### src/ralc_consts.vh
// Purpose: constants for the retimer adaptation and lock control block
// Assumes: 8-bit registers at printed channel offsets
// Notes: timing counts in 10 MHz core clock cycles
`ifndef RALC_CONSTS_VH
`define RALC_CONSTS_VH
`define RALC_A_RST      8'h00
`define RALC_A_BOOST    8'h03
`define RALC_A_DFETRIG  8'h24
`define RALC_A_LOOK     8'h2C
`define RALC_A_RATE     8'h2F
`define RALC_A_MODE     8'h31
`define RALC_A_CFGA     8'h33
`define RALC_A_LIMA     8'h34
`define RALC_A_LIMB     8'h35
`define RALC_A_REFM     8'h36
`define RALC_A_SIDX     8'h39
`define RALC_A_EYEM     8'h3E
`define RALC_A_TBL      8'h40
`define RALC_A_THR      8'h6A
`define RALC_B_CHRST    2
`define RALC_B_DFEGO    2
`define RALC_B_CTLEGO   0
`define RALC_B_SIDXOV   3
`define RALC_B_EYEM     7
`define RALC_D_LOOK     8'h02
`define RALC_D_RATE     8'h00
`define RALC_D_MODE     8'h20
`define RALC_D_CFGA     8'h00
`define RALC_D_LIMA     8'h0F
`define RALC_D_LIMB     8'h1F
`define RALC_D_REFM     8'h00
`define RALC_D_SIDX     8'h00
`define RALC_D_EYEM     8'h80
`define RALC_D_THR      8'h88
`define RALC_REFM_OK    2'b11
`define RALC_CAL_NS     1000
`define RALC_CLK_NS     100
`define RALC_CAL_CYC    ((`RALC_CAL_NS + `RALC_CLK_NS - 1) / `RALC_CLK_NS)
`endif

### src/ralc_top.v
// Purpose: per-channel adaptation, lock qualification and eye monitor control
// Assumes: register port is a simple synchronous read/write strobe interface
// Notes: analog measurements arrive as plain synchronous inputs
`include "ralc_consts.vh"
`timescale 1ns/10ps
`default_nettype none
module ralc_top #(
	parameter TBL_DEPTH = 32
) (
	input  wire       CORE_CLK,
	input  wire       RST,
	input  wire       REG_WR,
	input  wire       REG_RD,
	input  wire [7:0] REG_ADDR,
	input  wire [7:0] REG_WDATA,
	output reg  [7:0] REG_RDATA,
	input  wire       PLL_LOCKED,
	input  wire       REF_FREQ_OK,
	input  wire       SPUR_LOCK,
	input  wire       CAL_DONE,
	input  wire [7:0] HORIZONTAL_EYE_OPENING,
	input  wire [7:0] VERTICAL_EYE_OPENING,
	input  wire [4:0] DFE_TAP1_REQ,
	input  wire [3:0] DFE_TAPN_REQ,
	output reg  [7:0] CTLE_BOOST,
	output reg  [4:0] DFE_TAP1,
	output reg  [3:0] DFE_TAPN,
	output wire       DFE_ENABLE,
	output reg        DFE_ADAPT_ACTIVE,
	output wire [3:0] VCO_FREQ_SET,
	output reg        VCO_CAL_REQ,
	output reg        LOCK,
	output reg        LOSS_IRQ
);
	// ------------------------------------------------------------
	// states
	// ------------------------------------------------------------
	localparam [8:0] S_CAL   = 9'h001;
	localparam [8:0] S_IDLE  = 9'h002;
	localparam [8:0] S_APPLY = 9'h004;
	localparam [8:0] S_MEAS  = 9'h008;
	localparam [8:0] S_NEXT  = 9'h010;
	localparam [8:0] S_DONE  = 9'h020;
	localparam [8:0] S_DFE   = 9'h040;
	localparam [8:0] S_LOCK  = 9'h080;
	localparam [8:0] S_ACQ   = 9'h100;
	localparam integer CAL_CYC = `RALC_CAL_CYC;

	// ------------------------------------------------------------
	// registers
	// ------------------------------------------------------------
	reg [7:0] boost_r;
	reg [7:0] look_r;
	reg [7:0] rate_r;
	reg [7:0] mode_r;
	reg [7:0] cfga_r;
	reg [7:0] lima_r;
	reg [7:0] limb_r;
	reg [7:0] refm_r;
	reg [7:0] sidx_r;
	reg [7:0] eyem_r;
	reg [7:0] thr_r;
	reg [7:0] dfetrig_r;
	reg [7:0] tbl_r [0:TBL_DEPTH-1];
	reg [8:0] st_r;
	reg [4:0] idx_r;
	reg [4:0] best_idx_r;
	reg [7:0] best_fom_r;
	reg [3:0] beyond_r;
	reg       have_best_r;
	reg [1:0] pass_r;
	reg [7:0] cnt_r;
	reg       ctle_go_d_r;
	reg       dfe_go_d_r;
	reg       ctle_req_r;
	reg       dfe_req_r;
	integer   i;

	wire       chrst    = REG_WR && (REG_ADDR == `RALC_A_RST) && REG_WDATA[`RALC_B_CHRST];
	wire       rst_all  = RST || chrst;
	wire [1:0] mode     = mode_r[6:5];
	wire       tbl_hit  = (REG_ADDR >= `RALC_A_TBL) && (REG_ADDR < `RALC_A_TBL + TBL_DEPTH);
	wire [4:0] tbl_ix   = REG_ADDR[4:0];

	// ------------------------------------------------------------
	// table defaults
	// ------------------------------------------------------------
	function [7:0] tbl_def;
		input [4:0] k;
		begin
			case (k)
				5'h00:   tbl_def = 8'h00;
				5'h01:   tbl_def = 8'h01;
				5'h02:   tbl_def = 8'h04;
				5'h03:   tbl_def = 8'h10;
				5'h04:   tbl_def = 8'h40;
				5'h05:   tbl_def = 8'h08;
				5'h06:   tbl_def = 8'h02;
				5'h07:   tbl_def = 8'h80;
				5'h08:   tbl_def = 8'h03;
				5'h09:   tbl_def = 8'h0C;
				5'h0A:   tbl_def = 8'h30;
				5'h0B:   tbl_def = 8'h41;
				5'h0C:   tbl_def = 8'h50;
				5'h0D:   tbl_def = 8'hC0;
				5'h0E:   tbl_def = 8'h60;
				5'h0F:   tbl_def = 8'h90;
				5'h10:   tbl_def = 8'h88;
				5'h11:   tbl_def = 8'h82;
				5'h12:   tbl_def = 8'hA0;
				5'h13:   tbl_def = 8'h46;
				5'h14:   tbl_def = 8'h52;
				5'h15:   tbl_def = 8'h8C;
				5'h16:   tbl_def = 8'hB0;
				5'h17:   tbl_def = 8'hC8;
				5'h18:   tbl_def = 8'h57;
				5'h19:   tbl_def = 8'h5D;
				5'h1A:   tbl_def = 8'h69;
				5'h1B:   tbl_def = 8'h75;
				5'h1C:   tbl_def = 8'hD5;
				5'h1D:   tbl_def = 8'h99;
				5'h1E:   tbl_def = 8'h96;
				5'h1F:   tbl_def = 8'hA5;
				default: tbl_def = 8'h00;
			endcase
		end
	endfunction

	// eye merit: min of horizontal and scaled vertical
	function [7:0] fom;
		input [7:0] h;
		input [7:0] v;
		reg   [7:0] vs;
		begin
			vs  = {1'b0, v[7:1]};
			fom = (h < vs) ? h : vs;
		end
	endfunction

	wire [7:0] cur_fom  = fom(HORIZONTAL_EYE_OPENING, VERTICAL_EYE_OPENING);
	wire       eye_ok   = (HORIZONTAL_EYE_OPENING > {thr_r[7:4], 4'h0}) &&
	                      (VERTICAL_EYE_OPENING > {thr_r[3:0], 4'h0});
	wire       ctle_go  = rate_r[`RALC_B_CTLEGO];
	wire       dfe_go   = dfetrig_r[`RALC_B_DFEGO];
	wire [4:0] start_ix = rate_r[`RALC_B_SIDXOV] ? sidx_r[4:0] : 5'd0;

	assign VCO_FREQ_SET = {rate_r[7:6], rate_r[5:4]};
	assign DFE_ENABLE   = (mode != 2'b00);

	// ------------------------------------------------------------
	// register file
	// ------------------------------------------------------------
	always @(posedge CORE_CLK) begin
		if (rst_all) begin
			look_r    <= `RALC_D_LOOK;
			rate_r    <= `RALC_D_RATE;
			mode_r    <= `RALC_D_MODE;
			cfga_r    <= `RALC_D_CFGA;
			lima_r    <= `RALC_D_LIMA;
			limb_r    <= `RALC_D_LIMB;
			refm_r    <= `RALC_D_REFM;
			sidx_r    <= `RALC_D_SIDX;
			eyem_r    <= `RALC_D_EYEM;
			thr_r     <= `RALC_D_THR;
			dfetrig_r <= 8'h00;
			for (i = 0; i < TBL_DEPTH; i = i + 1) begin
				tbl_r[i] <= tbl_def(i[4:0]);
			end
		end else if (REG_WR) begin
			case (REG_ADDR)
				`RALC_A_LOOK:    look_r    <= REG_WDATA;
				`RALC_A_RATE:    rate_r    <= REG_WDATA;
				`RALC_A_MODE:    mode_r    <= REG_WDATA;
				`RALC_A_CFGA:    cfga_r    <= REG_WDATA;
				`RALC_A_LIMA:    lima_r    <= REG_WDATA;
				`RALC_A_LIMB:    limb_r    <= REG_WDATA;
				`RALC_A_REFM:    refm_r    <= REG_WDATA;
				`RALC_A_SIDX:    sidx_r    <= REG_WDATA;
				`RALC_A_EYEM:    eyem_r    <= REG_WDATA;
				`RALC_A_THR:     thr_r     <= REG_WDATA;
				`RALC_A_DFETRIG: dfetrig_r <= REG_WDATA;
				default: begin
					if (tbl_hit) begin
						tbl_r[tbl_ix] <= REG_WDATA;
					end
				end
			endcase
		end
	end

	always @(posedge CORE_CLK) begin
		if (RST) begin
			REG_RDATA <= 8'h00;
		end else if (REG_RD) begin
			case (REG_ADDR)
				`RALC_A_RST:     REG_RDATA <= 8'h00;
				`RALC_A_BOOST:   REG_RDATA <= boost_r;
				`RALC_A_LOOK:    REG_RDATA <= look_r;
				`RALC_A_RATE:    REG_RDATA <= rate_r;
				`RALC_A_MODE:    REG_RDATA <= mode_r;
				`RALC_A_CFGA:    REG_RDATA <= cfga_r;
				`RALC_A_LIMA:    REG_RDATA <= lima_r;
				`RALC_A_LIMB:    REG_RDATA <= limb_r;
				`RALC_A_REFM:    REG_RDATA <= refm_r;
				`RALC_A_SIDX:    REG_RDATA <= sidx_r;
				`RALC_A_EYEM:    REG_RDATA <= eyem_r;
				`RALC_A_THR:     REG_RDATA <= thr_r;
				`RALC_A_DFETRIG: REG_RDATA <= dfetrig_r;
				default:         REG_RDATA <= tbl_hit ? tbl_r[tbl_ix] : 8'h00;
			endcase
		end
	end

	// ------------------------------------------------------------
	// manual triggers
	// ------------------------------------------------------------
	always @(posedge CORE_CLK) begin
		if (rst_all) begin
			ctle_go_d_r <= 1'b0;
			dfe_go_d_r  <= 1'b0;
			ctle_req_r  <= 1'b0;
			dfe_req_r   <= 1'b0;
		end else begin
			ctle_go_d_r <= ctle_go;
			dfe_go_d_r  <= dfe_go;
			// set wins over clear on acceptance
			if (ctle_go && !ctle_go_d_r) begin
				ctle_req_r <= 1'b1;
			end else if (st_r == S_IDLE) begin
				ctle_req_r <= 1'b0;
			end
			// dfe request kept until the dfe step runs
			if (dfe_go && !dfe_go_d_r) begin
				dfe_req_r <= 1'b1;
			end else if (st_r == S_DFE) begin
				dfe_req_r <= 1'b0;
			end
		end
	end

	// ------------------------------------------------------------
	// adaptation and lock sequencer
	// ------------------------------------------------------------
	always @(posedge CORE_CLK) begin
		if (rst_all) begin
			st_r             <= S_CAL;
			idx_r            <= 5'd0;
			best_idx_r       <= 5'd0;
			best_fom_r       <= 8'h00;
			beyond_r         <= 4'd0;
			have_best_r      <= 1'b0;
			pass_r           <= 2'd0;
			cnt_r            <= 8'd0;
			boost_r          <= 8'h00;
			CTLE_BOOST       <= 8'h00;
			DFE_TAP1         <= 5'd0;
			DFE_TAPN         <= 4'd0;
			DFE_ADAPT_ACTIVE <= 1'b0;
			VCO_CAL_REQ      <= 1'b1;
			LOCK             <= 1'b0;
			LOSS_IRQ         <= 1'b0;
		end else begin
			LOSS_IRQ <= 1'b0;
			case (st_r)
				S_CAL: begin
					VCO_CAL_REQ <= 1'b1;
					if (cnt_r < CAL_CYC) begin
						cnt_r <= cnt_r + 8'd1;
					end else if (CAL_DONE && refm_r[5:4] == `RALC_REFM_OK) begin
						VCO_CAL_REQ <= 1'b0;
						cnt_r       <= 8'd0;
						st_r        <= S_IDLE;
					end
				end
				S_IDLE: begin
					pass_r      <= 2'd0;
					have_best_r <= 1'b0;
					beyond_r    <= 4'd0;
					idx_r       <= start_ix;
					if (ctle_req_r || (mode != 2'b00)) begin
						st_r <= S_APPLY;
					end else if (dfe_req_r) begin
						st_r <= S_DFE;
					end else begin
						st_r <= S_ACQ;
					end
				end
				S_ACQ: begin
					if (PLL_LOCKED && eye_ok) begin
						LOCK <= 1'b1;
						st_r <= S_LOCK;
					end else if (ctle_req_r || dfe_req_r || mode != 2'b00) begin
						st_r <= S_IDLE;
					end
				end
				S_APPLY: begin
					CTLE_BOOST <= tbl_r[idx_r];
					if (mode != 2'b10 && mode != 2'b11) begin
						DFE_TAP1 <= 5'd0;
						DFE_TAPN <= 4'd0;
					end
					st_r <= S_MEAS;
				end
				S_MEAS: begin
					if (PLL_LOCKED && cur_fom > best_fom_r || PLL_LOCKED && !have_best_r) begin
						best_fom_r  <= cur_fom;
						best_idx_r  <= idx_r;
						have_best_r <= 1'b1;
						beyond_r    <= 4'd0;
					end else if (have_best_r) begin
						beyond_r <= beyond_r + 4'd1;
					end
					if (mode == 2'b11 && pass_r == 2'd0 && PLL_LOCKED && eye_ok) begin
						best_idx_r <= idx_r;
						st_r       <= S_DONE;
					end else begin
						st_r <= S_NEXT;
					end
				end
				S_NEXT: begin
					if (idx_r == TBL_DEPTH - 1 || (have_best_r && beyond_r > look_r[3:0])) begin
						st_r <= S_DONE;
					end else begin
						idx_r <= idx_r + 5'd1;
						st_r  <= S_APPLY;
					end
				end
				S_DONE: begin
					CTLE_BOOST <= tbl_r[best_idx_r];
					boost_r    <= tbl_r[best_idx_r];
					if ((mode == 2'b10 || mode == 2'b11 || dfe_req_r) && pass_r == 2'd0) begin
						st_r <= S_DFE;
					end else begin
						st_r <= S_ACQ;
					end
				end
				S_DFE: begin
					DFE_ADAPT_ACTIVE <= 1'b1;
					DFE_TAP1 <= (DFE_TAP1_REQ > limb_r[4:0]) ? limb_r[4:0] : DFE_TAP1_REQ;
					DFE_TAPN <= (DFE_TAPN_REQ > lima_r[3:0]) ? lima_r[3:0] : DFE_TAPN_REQ;
					if (mode == 2'b10 || mode == 2'b11) begin
						pass_r      <= 2'd1;
						have_best_r <= 1'b0;
						beyond_r    <= 4'd0;
						idx_r       <= start_ix;
						st_r        <= S_APPLY;
					end else begin
						st_r <= S_ACQ;
					end
					if (pass_r != 2'd0) begin
						st_r <= S_ACQ;
					end
				end
				S_LOCK: begin
					DFE_ADAPT_ACTIVE <= 1'b0;
					if (SPUR_LOCK) begin
						LOCK <= 1'b0;
						st_r <= S_IDLE;
					end else if (!PLL_LOCKED || !REF_FREQ_OK ||
					             (eyem_r[`RALC_B_EYEM] && !eye_ok)) begin
						LOCK     <= 1'b0;
						LOSS_IRQ <= 1'b1;
						st_r     <= S_IDLE;
					end else if (ctle_req_r || dfe_req_r) begin
						LOCK <= 1'b0;
						st_r <= S_IDLE;
					end
				end
				default: st_r <= S_IDLE;
			endcase
			// ctle-only mode holds taps at zero
			if (mode == 2'b01) begin
				DFE_TAP1 <= 5'd0;
				DFE_TAPN <= 4'd0;
			end
		end
	end
endmodule // ralc_top
`default_nettype wire

### config.mk
export PLATFORM = sky130hd
export DESIGN_NAME = ralc_top
export DESIGN_NICKNAME = d
export VERILOG_FILES = /design/src/ralc_top.v
export VERILOG_INCLUDE_DIRS = /design/src
export SDC_FILE = /design/constraint.sdc
export NUM_CORES = 1
export LEC_CHECK = 0
export BUFFER_PORTS_ARGS = -buffer_cell sky130_fd_sc_hd__buf_2
export CORE_ASPECT_RATIO = 1.2
export CORE_UTILIZATION = 35
export CTS_CLUSTER_DIAMETER = 120
export DETAILED_ROUTE_END_ITERATION = 8
export PLACE_DENSITY = 0.49
export SYNTH_ARGS = -nofsm -noshare
export SYNTH_HDL_FRONTEND = slang
export SYNTH_SLANG_ARGS = --single-unit
### constraint.sdc
create_clock -name CORE_CLK -period 3.1 [get_ports CORE_CLK]
set_input_delay 0.31 -clock CORE_CLK [delete_from_list [all_inputs] [get_ports CORE_CLK]]
set_output_delay 0.31 -clock CORE_CLK [all_outputs]
set_load 0.01 [all_outputs]
== After elaboration in Yosys (flattened, before gate mapping) ==
Memory sizes are Yosys's and may differ from the RTL's. A register that Yosys moved wholly into a read port is not among the register bits.
Cells that the tools add are included.

* Output and inout bits: 34
* RAM bits: 256
* Input bits: 49
* Logic and storage cells: 259
* Memories: 1
* Bits in registers: 171

{| class="wikitable"
|+ Memory list
! name !! depth !! width !! read ports !! clocked after Yosys merged registers in !! wr ports !! line !! source
|-
| tbl_r || 32 || 8 || 3 || 2 || 32 || ralc_top.v:64 || <nowiki>reg [7:0] tbl_r [0:TBL_DEPTH-1];</nowiki>
|}

* Bitwise logic cells: 1
* Magnitude comparators: 10
* Multiplexer cells: 101
* Eq/ne operators: 38
* Reduce and logical (&&, ||, !) cells: 73
* Add/subtract/negate cells: 3

{| class="wikitable"
|+ Operators by type and width
! kind !! count
|-
| $mux 8 || 37
|-
| $mux 9 || 12
|-
| $pmux 8 s13 || 1
|-
| $pmux 9 s9 || 1
|-
| $eq 8x6->1 const B || 10
|-
| $mux 5 || 12
|-
| $reduce_and 2->1 || 16
|-
| $gt 8x8->1 || 3
|-
| $reduce_bool 2->1 || 11
|-
| $mux 1 || 21
|-
| $mux 4 || 5
|-
| $logic_and 1x1->1 || 17
|-
| $ne 2x2->1 const B || 8
|-
| $pmux 8 s2 || 1
|-
| $pmux 5 s3 || 1
|-
| $mux 6 || 2
|-
| $pmux 4 s3 || 1
|-
| $reduce_and 3->1 || 4
|-
| $reduce_or 11->1 || 1
|-
| $logic_or 1x1->1 || 10
|-
| $pmux 5 s2 || 1
|-
| $eq 9x1->1 const B || 1
|-
| $eq 9x2->1 const B || 1
|-
| $eq 9x3->1 const B || 1
|-
| other kinds (37) || 48
|}

== Logic depth before layout (Yosys ltp) ==
Gate-level depths: netlist of the first run.

* Depth in word-level cells: 9
* Gate-level depth with buffers: 13

== Worst setup path before layout of the first run ==
No wires, ideal clock.

* Path kind: input to register
* Start point: in VERTICAL_EYE_OPENING[6]
* End point: reg beyond_r[0]
* Path slack: -0.079 ns
* Stages: 13
* Library setup time: 0.070 ns
* Arrival time: 3.109 ns
* Required time: 3.030 ns
* Path through: inv_1 > ha_1 > a21oi_1 > o221ai_1 > a21oi_1 > mux2_2 > ha_1 > nor2b_1 > o21bai_1 > a211oi_1 > o21a_1 > or4_1 > a21oi_1

* Cells in the longest elaborated chain, start to end: 7

{| class="wikitable"
|+ RTL lines
! item !! line !! source
|-
| from (decl) || ralc_top.v:22 || <nowiki>input wire [7:0] VERTICAL_EYE_OPENING,</nowiki>
|-
| $lt 8x7->1 (*) || ralc_top.v:136 || <nowiki>fom = (h < vs) ? h : vs;</nowiki>
|-
| $mux 8 (*) || ralc_top.v:136 ||
|-
| named net cur_fom[1] || ralc_top.v:140 || <nowiki>wire [7:0] cur_fom = fom(HORIZONTAL_EYE_OPENING, VERTICAL_EYE_OPENING);</nowiki>
|-
| $gt 8x8->1 (*) || ralc_top.v:305 || <nowiki>if (PLL_LOCKED && cur_fom > best_fom_r || PLL_LOCKED && !have_best_r) begin</nowiki>
|-
| $logic_and 1x1->1 (*) || ralc_top.v:305 ||
|-
| $logic_or 1x1->1 (*) || ralc_top.v:305 ||
|-
| $ne 3x3->1 (no line) or $mux 4 (tied branches) || n/a ||
|-
| $reduce_and 3->1 (no line) or $pmux 4 s3 (tied branches) || n/a ||
|-
| to (signal assigned) || ralc_top.v:311 || <nowiki>beyond_r <= beyond_r + 4'd1;</nowiki>
|-
| to (decl) || ralc_top.v:69 || <nowiki>reg [3:0] beyond_r;</nowiki>
|}

The timed path passes the listed nets; every way through them passes the cells marked *.
A chain may end at the register's enable or synchronous reset.

==> flow_metrics.env, run 1 <==
export IMPL_slew_headroom_pct=12.8
export IMPL_cts_made_buffers=49
export IMPL_largest_reg_flops=256
export IMPL_postLayoutCellArea_sq_um=28900
export IMPL_worst_pin_slew_ps=1290
export IMPL_cp_max_fo=10
export IMPL_synth_top_cell_by_area="edfxtp_1"
export IMPL_hold_path_class="in -> reg"
export IMPL_viasPerCell=5.97
export IMPL_status="complete, but fails checks"
export IMPL_ys_top_cells_by_area="edfxtp_1 31%, dfxtp_1 14%, mux4_2 12%, mux2i_1 8.6%, and2_1 4.3%"
export IMPL_min_period_ps=2860
export IMPL_ctsHoldBuffers=5
export IMPL_ys_async_sr_fraction_pct=0
export IMPL_final_setup_viol_count=0
export IMPL_cp_num_buf_inv=1
export IMPL_clkTransAtPathRegs_ps=70
export IMPL_ys_seq_area_share_pct=45.0
export IMPL_worstHoldStart="REF_FREQ_OK"
export IMPL_grtUsageTotal_pct=28.0
export IMPL_synth_cell_types=82
export IMPL_critPathLaunchType="flop"
export IMPL_finClkSkew_ps=22.7
export IMPL_syn_avg_cell_area_sq_um=11.2
export IMPL_synth_edf_count=256
export IMPL_hpwl_um=76300
export IMPL_final_cells=3323
export IMPL_die_height_um=295
export IMPL_io_pins=83
export IMPL_cp_top_family="compound AO/OA/AOI/OAI gates"
export IMPL_cts_root_buffer="clkbuf_16"
export IMPL_start_util_pct=35.3
export IMPL_syn_area_sq_um=25100
export IMPL_fill_cells=6825
export IMPL_dpl_cell_area_sq_um=27200
export IMPL_critPathLaunch="idx_r[0]"
export IMPL_rows=107
export IMPL_multi_input_area_sq_um=12800
export IMPL_max_stage_delay_ps=510
export IMPL_post_route_worst_setup_slack_ps=236
export IMPL_grt_max_degree=40
export IMPL_drc=4
export IMPL_fin_nets=2443
export IMPL_ys_ff_latch=436
export IMPL_regMostFlops="tbl_r"
export IMPL_vias=19830
export IMPL_grt_pass1_wl_um=145000
export IMPL_grt_overflow=0
export IMPL_dieArea_sq_um=72700
export IMPL_rsz0062_at_grt="no"
export IMPL_place_congestion=1.00
export IMPL_synthCells=2245
export IMPL_regArea_sq_um=11300
export IMPL_grt_pass1_vias=19484
export IMPL_worstSetupEndpointType="flop"
export IMPL_crit_required_ps=3590
export IMPL_wl_per_cell_um=30.7
export IMPL_peakVddDrop_mv=0.363
export IMPL_yosysMostFrequentCell="edfxtp_1"
export IMPL_ctsResizeCount=0
export IMPL_portBuffers=82
export IMPL_routed_wl_um=102000
export IMPL_max_freq_mhz=349
export IMPL_r2r_slack_ps=240
export IMPL_clk_latency_ps=620
export IMPL_coreArea_sq_um=71000
export IMPL_drv_slew=0
export IMPL_drt_pass1_iterations=8
export IMPL_cts_tree="done"
export IMPL_power_w=0.0141
export IMPL_synth_flop_cell="edfxtp_1"
export IMPL_cts_max_level=2
export IMPL_drive_gt1_share_pct=21.5
export IMPL_clock_sinks=436
export IMPL_cpMostUsedCell="ha_1"
export IMPL_setup_tns_ps=0
export IMPL_antenna_found_initial=5
export IMPL_violations="DRC"
export IMPL_dp_cells=3225
export IMPL_pwr_density_cell_nw_per_um2=489
export IMPL_yosys_warnings=0
export IMPL_reg_top3="tbl_r x256, st_r x9"
export IMPL_post_synth_most_frequent_cells="256 x edfxtp_1, 215 x mux2i_1, 180 x dfxtp_1, 174 x and2_1, 158 x nor2_1"
export IMPL_cts_buffer_depth=3
export IMPL_worstSetupPathType="reg -> reg"
export IMPL_cp_data_arrival_time_ps=3350
export IMPL_pre_cts_ws_ps=-241
export IMPL_cts_setup_buffers=0
export IMPL_die_width_um=246
export IMPL_rr_startpoint="idx_r[0]"
export IMPL_area_delta_synth_final_pct=15.5
export IMPL_dr_first_iter_drc_count=1958
export IMPL_crit_path_top_delay_cell="a221oi_4"
export IMPL_ant_nets=0
export IMPL_drv_cap=0
export IMPL_synth_top_area_share_pct=30.7
export IMPL_crit_chain="ha_1 > and3_1 > ha_1 > a2111oi_0 > buf_4 > nor3_1 > a221oi_4 > o21ai_1 > a32o_1"
export IMPL_fin_crit_sh_pct=92.4
export IMPL_p_leak_nw=10.2
export IMPL_finalHoldViolCount=0
export IMPL_syn_num_nets=2333
[layout make-up]
| class | instances | share of cell area [%] |
|---|---|---|
| diodes | 2 | 0.0173 |
| inverters | 47 | 0.609 |
| clock inverters | 36 | 1.42 |
| repair buffers | 248 | 6.30 |
| well taps | 926 | 4.00 |
| multi-input cells | 1573 | 44.2 |
| clock buffers | 55 | 4.39 |
| flip-flops and latches | 436 | 39.0 |
[worst register-to-register path, stage by stage, from the launching register on]
cell,delay (ps)
dfxtp_1,370
ha_1,270
and3_1,200
ha_1,220
a2111oi_0,460
buf_4,200
nor3_1,90
a221oi_4,510
o21ai_1,140
a32o_1,300
[per-layer routing]
| layer | vias up | share of wire (%) | global-route usage [%] | wire, um |
|---|---|---|---|---|
| met5 | - | 0.015 | 0 | 15 |
| met1 | 10062 | 40 | 35.0 | 41000 |
| met3 | 183 | 5.2 | 3.24 | 5310 |
| li1 | 8740 | - | - | - |
| met4 | 2 | 4.9 | 12.6 | 4960 |
| met2 | 843 | 50 | 48.4 | 50700 |
[path summary, 6_finish.rpt]
check | endpoint | depth (start not counted)
min reg2reg | DFE_TAP1[2] | 2
max reg2reg | flop | 9
min | LOCK | 3
max | flop | 9
[cell usage in the layout, fill, tap and decap left out, drive strengths merged, types with 14 or more instances in the layout]
| cell | synthesis | final |
|---|---|---|
| a2111oi | 14 | 14 |
| inv | 47 | 51 |
| nor2 | 161 | 161 |
| clkinv | 0 | 17 |
| and3 | 31 | 31 |
| nand4 | 17 | 17 |
| ha | 39 | 39 |
| dfxtp | 180 | 180 |
| a22oi | 46 | 46 |
| o22ai | 26 | 26 |
| nand2b | 15 | 15 |
| or3 | 78 | 78 |
| and2 | 175 | 175 |
| nor3 | 39 | 39 |
| o21ai | 69 | 69 |
| a31oi | 14 | 14 |
| nand2 | 130 | 130 |
| edfxtp | 256 | 256 |
| mux2i | 215 | 215 |
| nand3 | 60 | 60 |
| a21oi | 61 | 61 |
| o211ai | 14 | 14 |
| a22o | 19 | 19 |
| buf | 81 | 243 |
| clkbuf | 108 | 55 |
| mux4 | 134 | 134 |
| a211oi | 46 | 46 |
| mux2 | 26 | 26 |
| nor2b | 33 | 33 |
[kinds of logic after synthesis]
group | after synthesis | share of synthesized area [%]
simple gates | 788 | 17.0
flops | 436 | 45.0
mux | 375 | 21.8
compound gates | 370 | 10.2
buf+inv | 236 | 4.01
fa+ha+maj | 39 | 1.95
other cells | 1 | 0.0150
[stage by stage]
stage	hold WS, ps	utilization (%)
after floorplan	387	-
after global placement	435	38.4
after detailed placement	434	38.4
after CTS	9.98	40.8
after global routing	46.6	40.8
final	50.9	40.8
[power by group]
group	internal (W)	leakage, nW	switching, W
sequential	0.00633	3.93	0.000275
clock	0.00357	0.806	0.00261
combinational	0.000542	5.49	0.000829
total	0.0104	10.2	0.00371
(Power assumes the default switching activity.)
==> inputs of run 2 (changes only) <==
- ABC_AREA: not set -> 1
==> flow_metrics.env, run 2 <==
export IMPL_status="finished, final reports clean"
export IMPL_critPathLaunch="VERTICAL_EYE_OPENING[6]"
export IMPL_dieArea_sq_um=73800
export IMPL_post_synth_most_frequent_cells="990 x nand2_1, 546 x nand3_1, 448 x nor2_1, 403 x inv_1, 256 x edfxtp_1"
export IMPL_worst_pin_slew_ps=893
export IMPL_viasPerCell=5.41
export IMPL_cpMostUsedCell="nand2_1"
export IMPL_routed_wl_met3_um=6820
export IMPL_die_width_um=248
export IMPL_cts_root_buffer="clkbuf_16"
export IMPL_finalHoldViolCount=0
export IMPL_die_height_um=297
export IMPL_synth_top_cell_by_area="edfxtp_1"
export IMPL_cts_tree="done"
export IMPL_coreArea_sq_um=72200
export IMPL_syn_num_nets=3728
export IMPL_critPathLaunchType="input port"
export IMPL_worstHoldStart="REG_WDATA[7]"
export IMPL_grt_max_degree=118
export IMPL_synth_flop_cell="edfxtp_1"
export IMPL_reg_top3="tbl_r x256, st_r x9"
export IMPL_hold_path_class="in -> reg"
export IMPL_max_freq_mhz=416
export IMPL_final_util_pct=40.5
export IMPL_grt_pass1_wl_um=156000
export IMPL_portBuffers=82
export IMPL_ys_top_cells_by_area="edfxtp_1 30%, nand2_1 15%, dfxtp_1 14%, nand3_1 11%, nor2_1 6.6%"
export IMPL_layout_commonest_cell="nand2_1"
export IMPL_grt_pass1_vias=23985
export IMPL_regMostFlops="tbl_r"
export IMPL_wl_met2_um=49200
export IMPL_antenna_found_initial=2
export IMPL_synthCells=3640
export IMPL_yosysMostFrequentCell="nand2_1"
export IMPL_rows=108
export IMPL_yosys_warnings=0
export IMPL_drt_pass1_iterations=7
export IMPL_crit_path_top_delay_cell="ha_1"
export IMPL_wl_per_cell_um=22.8
export IMPL_worstSetupEndpointType="flop"
export IMPL_grt_overflow=0
export IMPL_post_route_worst_setup_slack_ps=695
export IMPL_postLayoutCellArea_sq_um=29300
export IMPL_top_layer_used="met5"
export IMPL_start_util_pct=35.3
export IMPL_dr_first_iter_drc_count=2566
export IMPL_pwr_density_cell_nw_per_um2=575
export IMPL_clk_latency_ps=640
export IMPL_vias=25130
export IMPL_p_leak_nw=13.0
export IMPL_area_delta_synth_final_pct=14.9
export IMPL_crit_required_ps=3660
export IMPL_max_stage_delay_ps=320
export IMPL_fin_nets=3757
export IMPL_synth_cell_types=40
export IMPL_drive_gt1_share_pct=8.81
export IMPL_drc=0
export IMPL_power_w=0.0168
export IMPL_wl_met1_um=42500
export IMPL_largest_reg_flops=256
export IMPL_clkTransAtPathRegs_ps=60
export IMPL_drv_slew=0
export IMPL_dpl_cell_area_sq_um=27400
export IMPL_finClkSkew_ps=44.6
export IMPL_ys_ff_latch=436
export IMPL_setup_tns_ps=0
export IMPL_cp_top_family="simple AND/OR/NAND/NOR gates"
export IMPL_ys_seq_area_share_pct=44.3
export IMPL_ctsResizeCount=0
export IMPL_place_congestion=0.994
export IMPL_routed_wl_um=106000
export IMPL_syn_area_sq_um=25500
export IMPL_cts_max_level=2
export IMPL_io_pins=83
export IMPL_rsz0062_at_grt="no"
export IMPL_slew_headroom_pct=40.0
export IMPL_cp_num_buf_inv=4
export IMPL_grtUsageTotal_pct=28.6
export IMPL_diodes=0
export IMPL_fin_crit_sh_pct=77.6
export IMPL_clock_sinks=436
export IMPL_syn_avg_cell_area_sq_um=7.00
export IMPL_drv_cap=0
export IMPL_synth_edf_count=256
export IMPL_hpwl_um=73900
export IMPL_cp_data_arrival_time_ps=2960
export IMPL_worstSetupPathType="in -> reg"
export IMPL_final_setup_viol_count=0
export IMPL_synth_top_area_share_pct=30.2
export IMPL_cts_made_buffers=50
export IMPL_crit_chain="buf_2 > inv_1 > ha_1 > a21oi_1 > nor2_1 > nor3_1 > nand2_1 > nor2_1 > a21oi_1 > ha_1 > inv_1 > o21bai_1 > nand2_1 > nand2_1 > nand2_1 > nand2_1 > nand3_1 > nand2_1 > nand2_1 > buf_12 > nand3_1 > nand2_1 > nor2_1"
export IMPL_ant_nets=0
export IMPL_cp_max_fo=15
export IMPL_cts_buffer_depth=3
export IMPL_min_period_ps=2400
export IMPL_peakVddDrop_mv=0.422
export IMPL_mostFrequentLayoutCells="988 x nand2_1, 546 x nand3_1, 446 x nor2_1"
export IMPL_ys_async_sr_fraction_pct=0
export IMPL_cts_setup_buffers=0
export IMPL_pre_cts_ws_ps=24.4
## run 2: layout make-up
type | instances | area (sq um)
clock buffer | 61 | 1390
clock inverter | 32 | 462
fill | 7678 | 42900
inverter | 424 | 1590
multi-input combinational | 2565 | 11800
sequential | 436 | 11300
tap | 935 | 1170
timing repair buffer | 192 | 1590
## run 2: timing repair
item,4_1_cts,5_1_grt
endpoints found under the hold margin,1,0
endpoints found under the setup margin,0,0
hold buffers,2,0
## run 2: layer usage
| layer | vias up | global-route usage [%] |
|---|---|---|
| met5 | - | 0 |
| met4 | 2 | 17.9 |
| met3 | 297 | 3.65 |
| met2 | 1142 | 45.9 |
| met1 | 11731 | 36.0 |
| li1 | 11958 | - |
## run 2: logic make-up (layout without fill, tap and decap cells)
logic type                 count (synthesis)  after routing  share of synthesized area [%]
and+or+nand+nor                         2045           2045                           33.4
xor gates and xnor gates                   5              5                          0.172
adders and majority gates                 39             39                           1.92
AOI/OAI and AO/OA                        475            475                           10.6
DFF                                      436            436                           44.3
buffers and inverters                    639            709                           9.56
other                                      1              1                         0.0147
## run 2: report_power, final
group          switching, W  internal (W)
registers          0.000235       0.00640
clock network       0.00267       0.00403
logic               0.00251      0.000968
## run 2: final timing paths
path	endpoint	slack [ps]	cells after the start
setup / recovery	flop	700	23
hold / removal	cfga_r[7]	20	3
setup reg to reg	CTLE_BOOST[3]	710	10
hold reg to reg	ctle_req_r	410	1
## run 2: worst reg2reg max path, delay by kind of cell, from the launching register on
family | cells | cell delay (ps)
buf+inv | 2 | 400
simple gates | 8 | 1320
flops | 1 | 570
## run 2: metrics by stage
stage          instances  hold slack, ps
2_1_floorplan       3640             400
3_3_place_gp        4550             401
3_5_place_dp        4550             408
4_1_cts             4645            1.19
5_1_grt             4645            23.0
6_report            4645            21.2
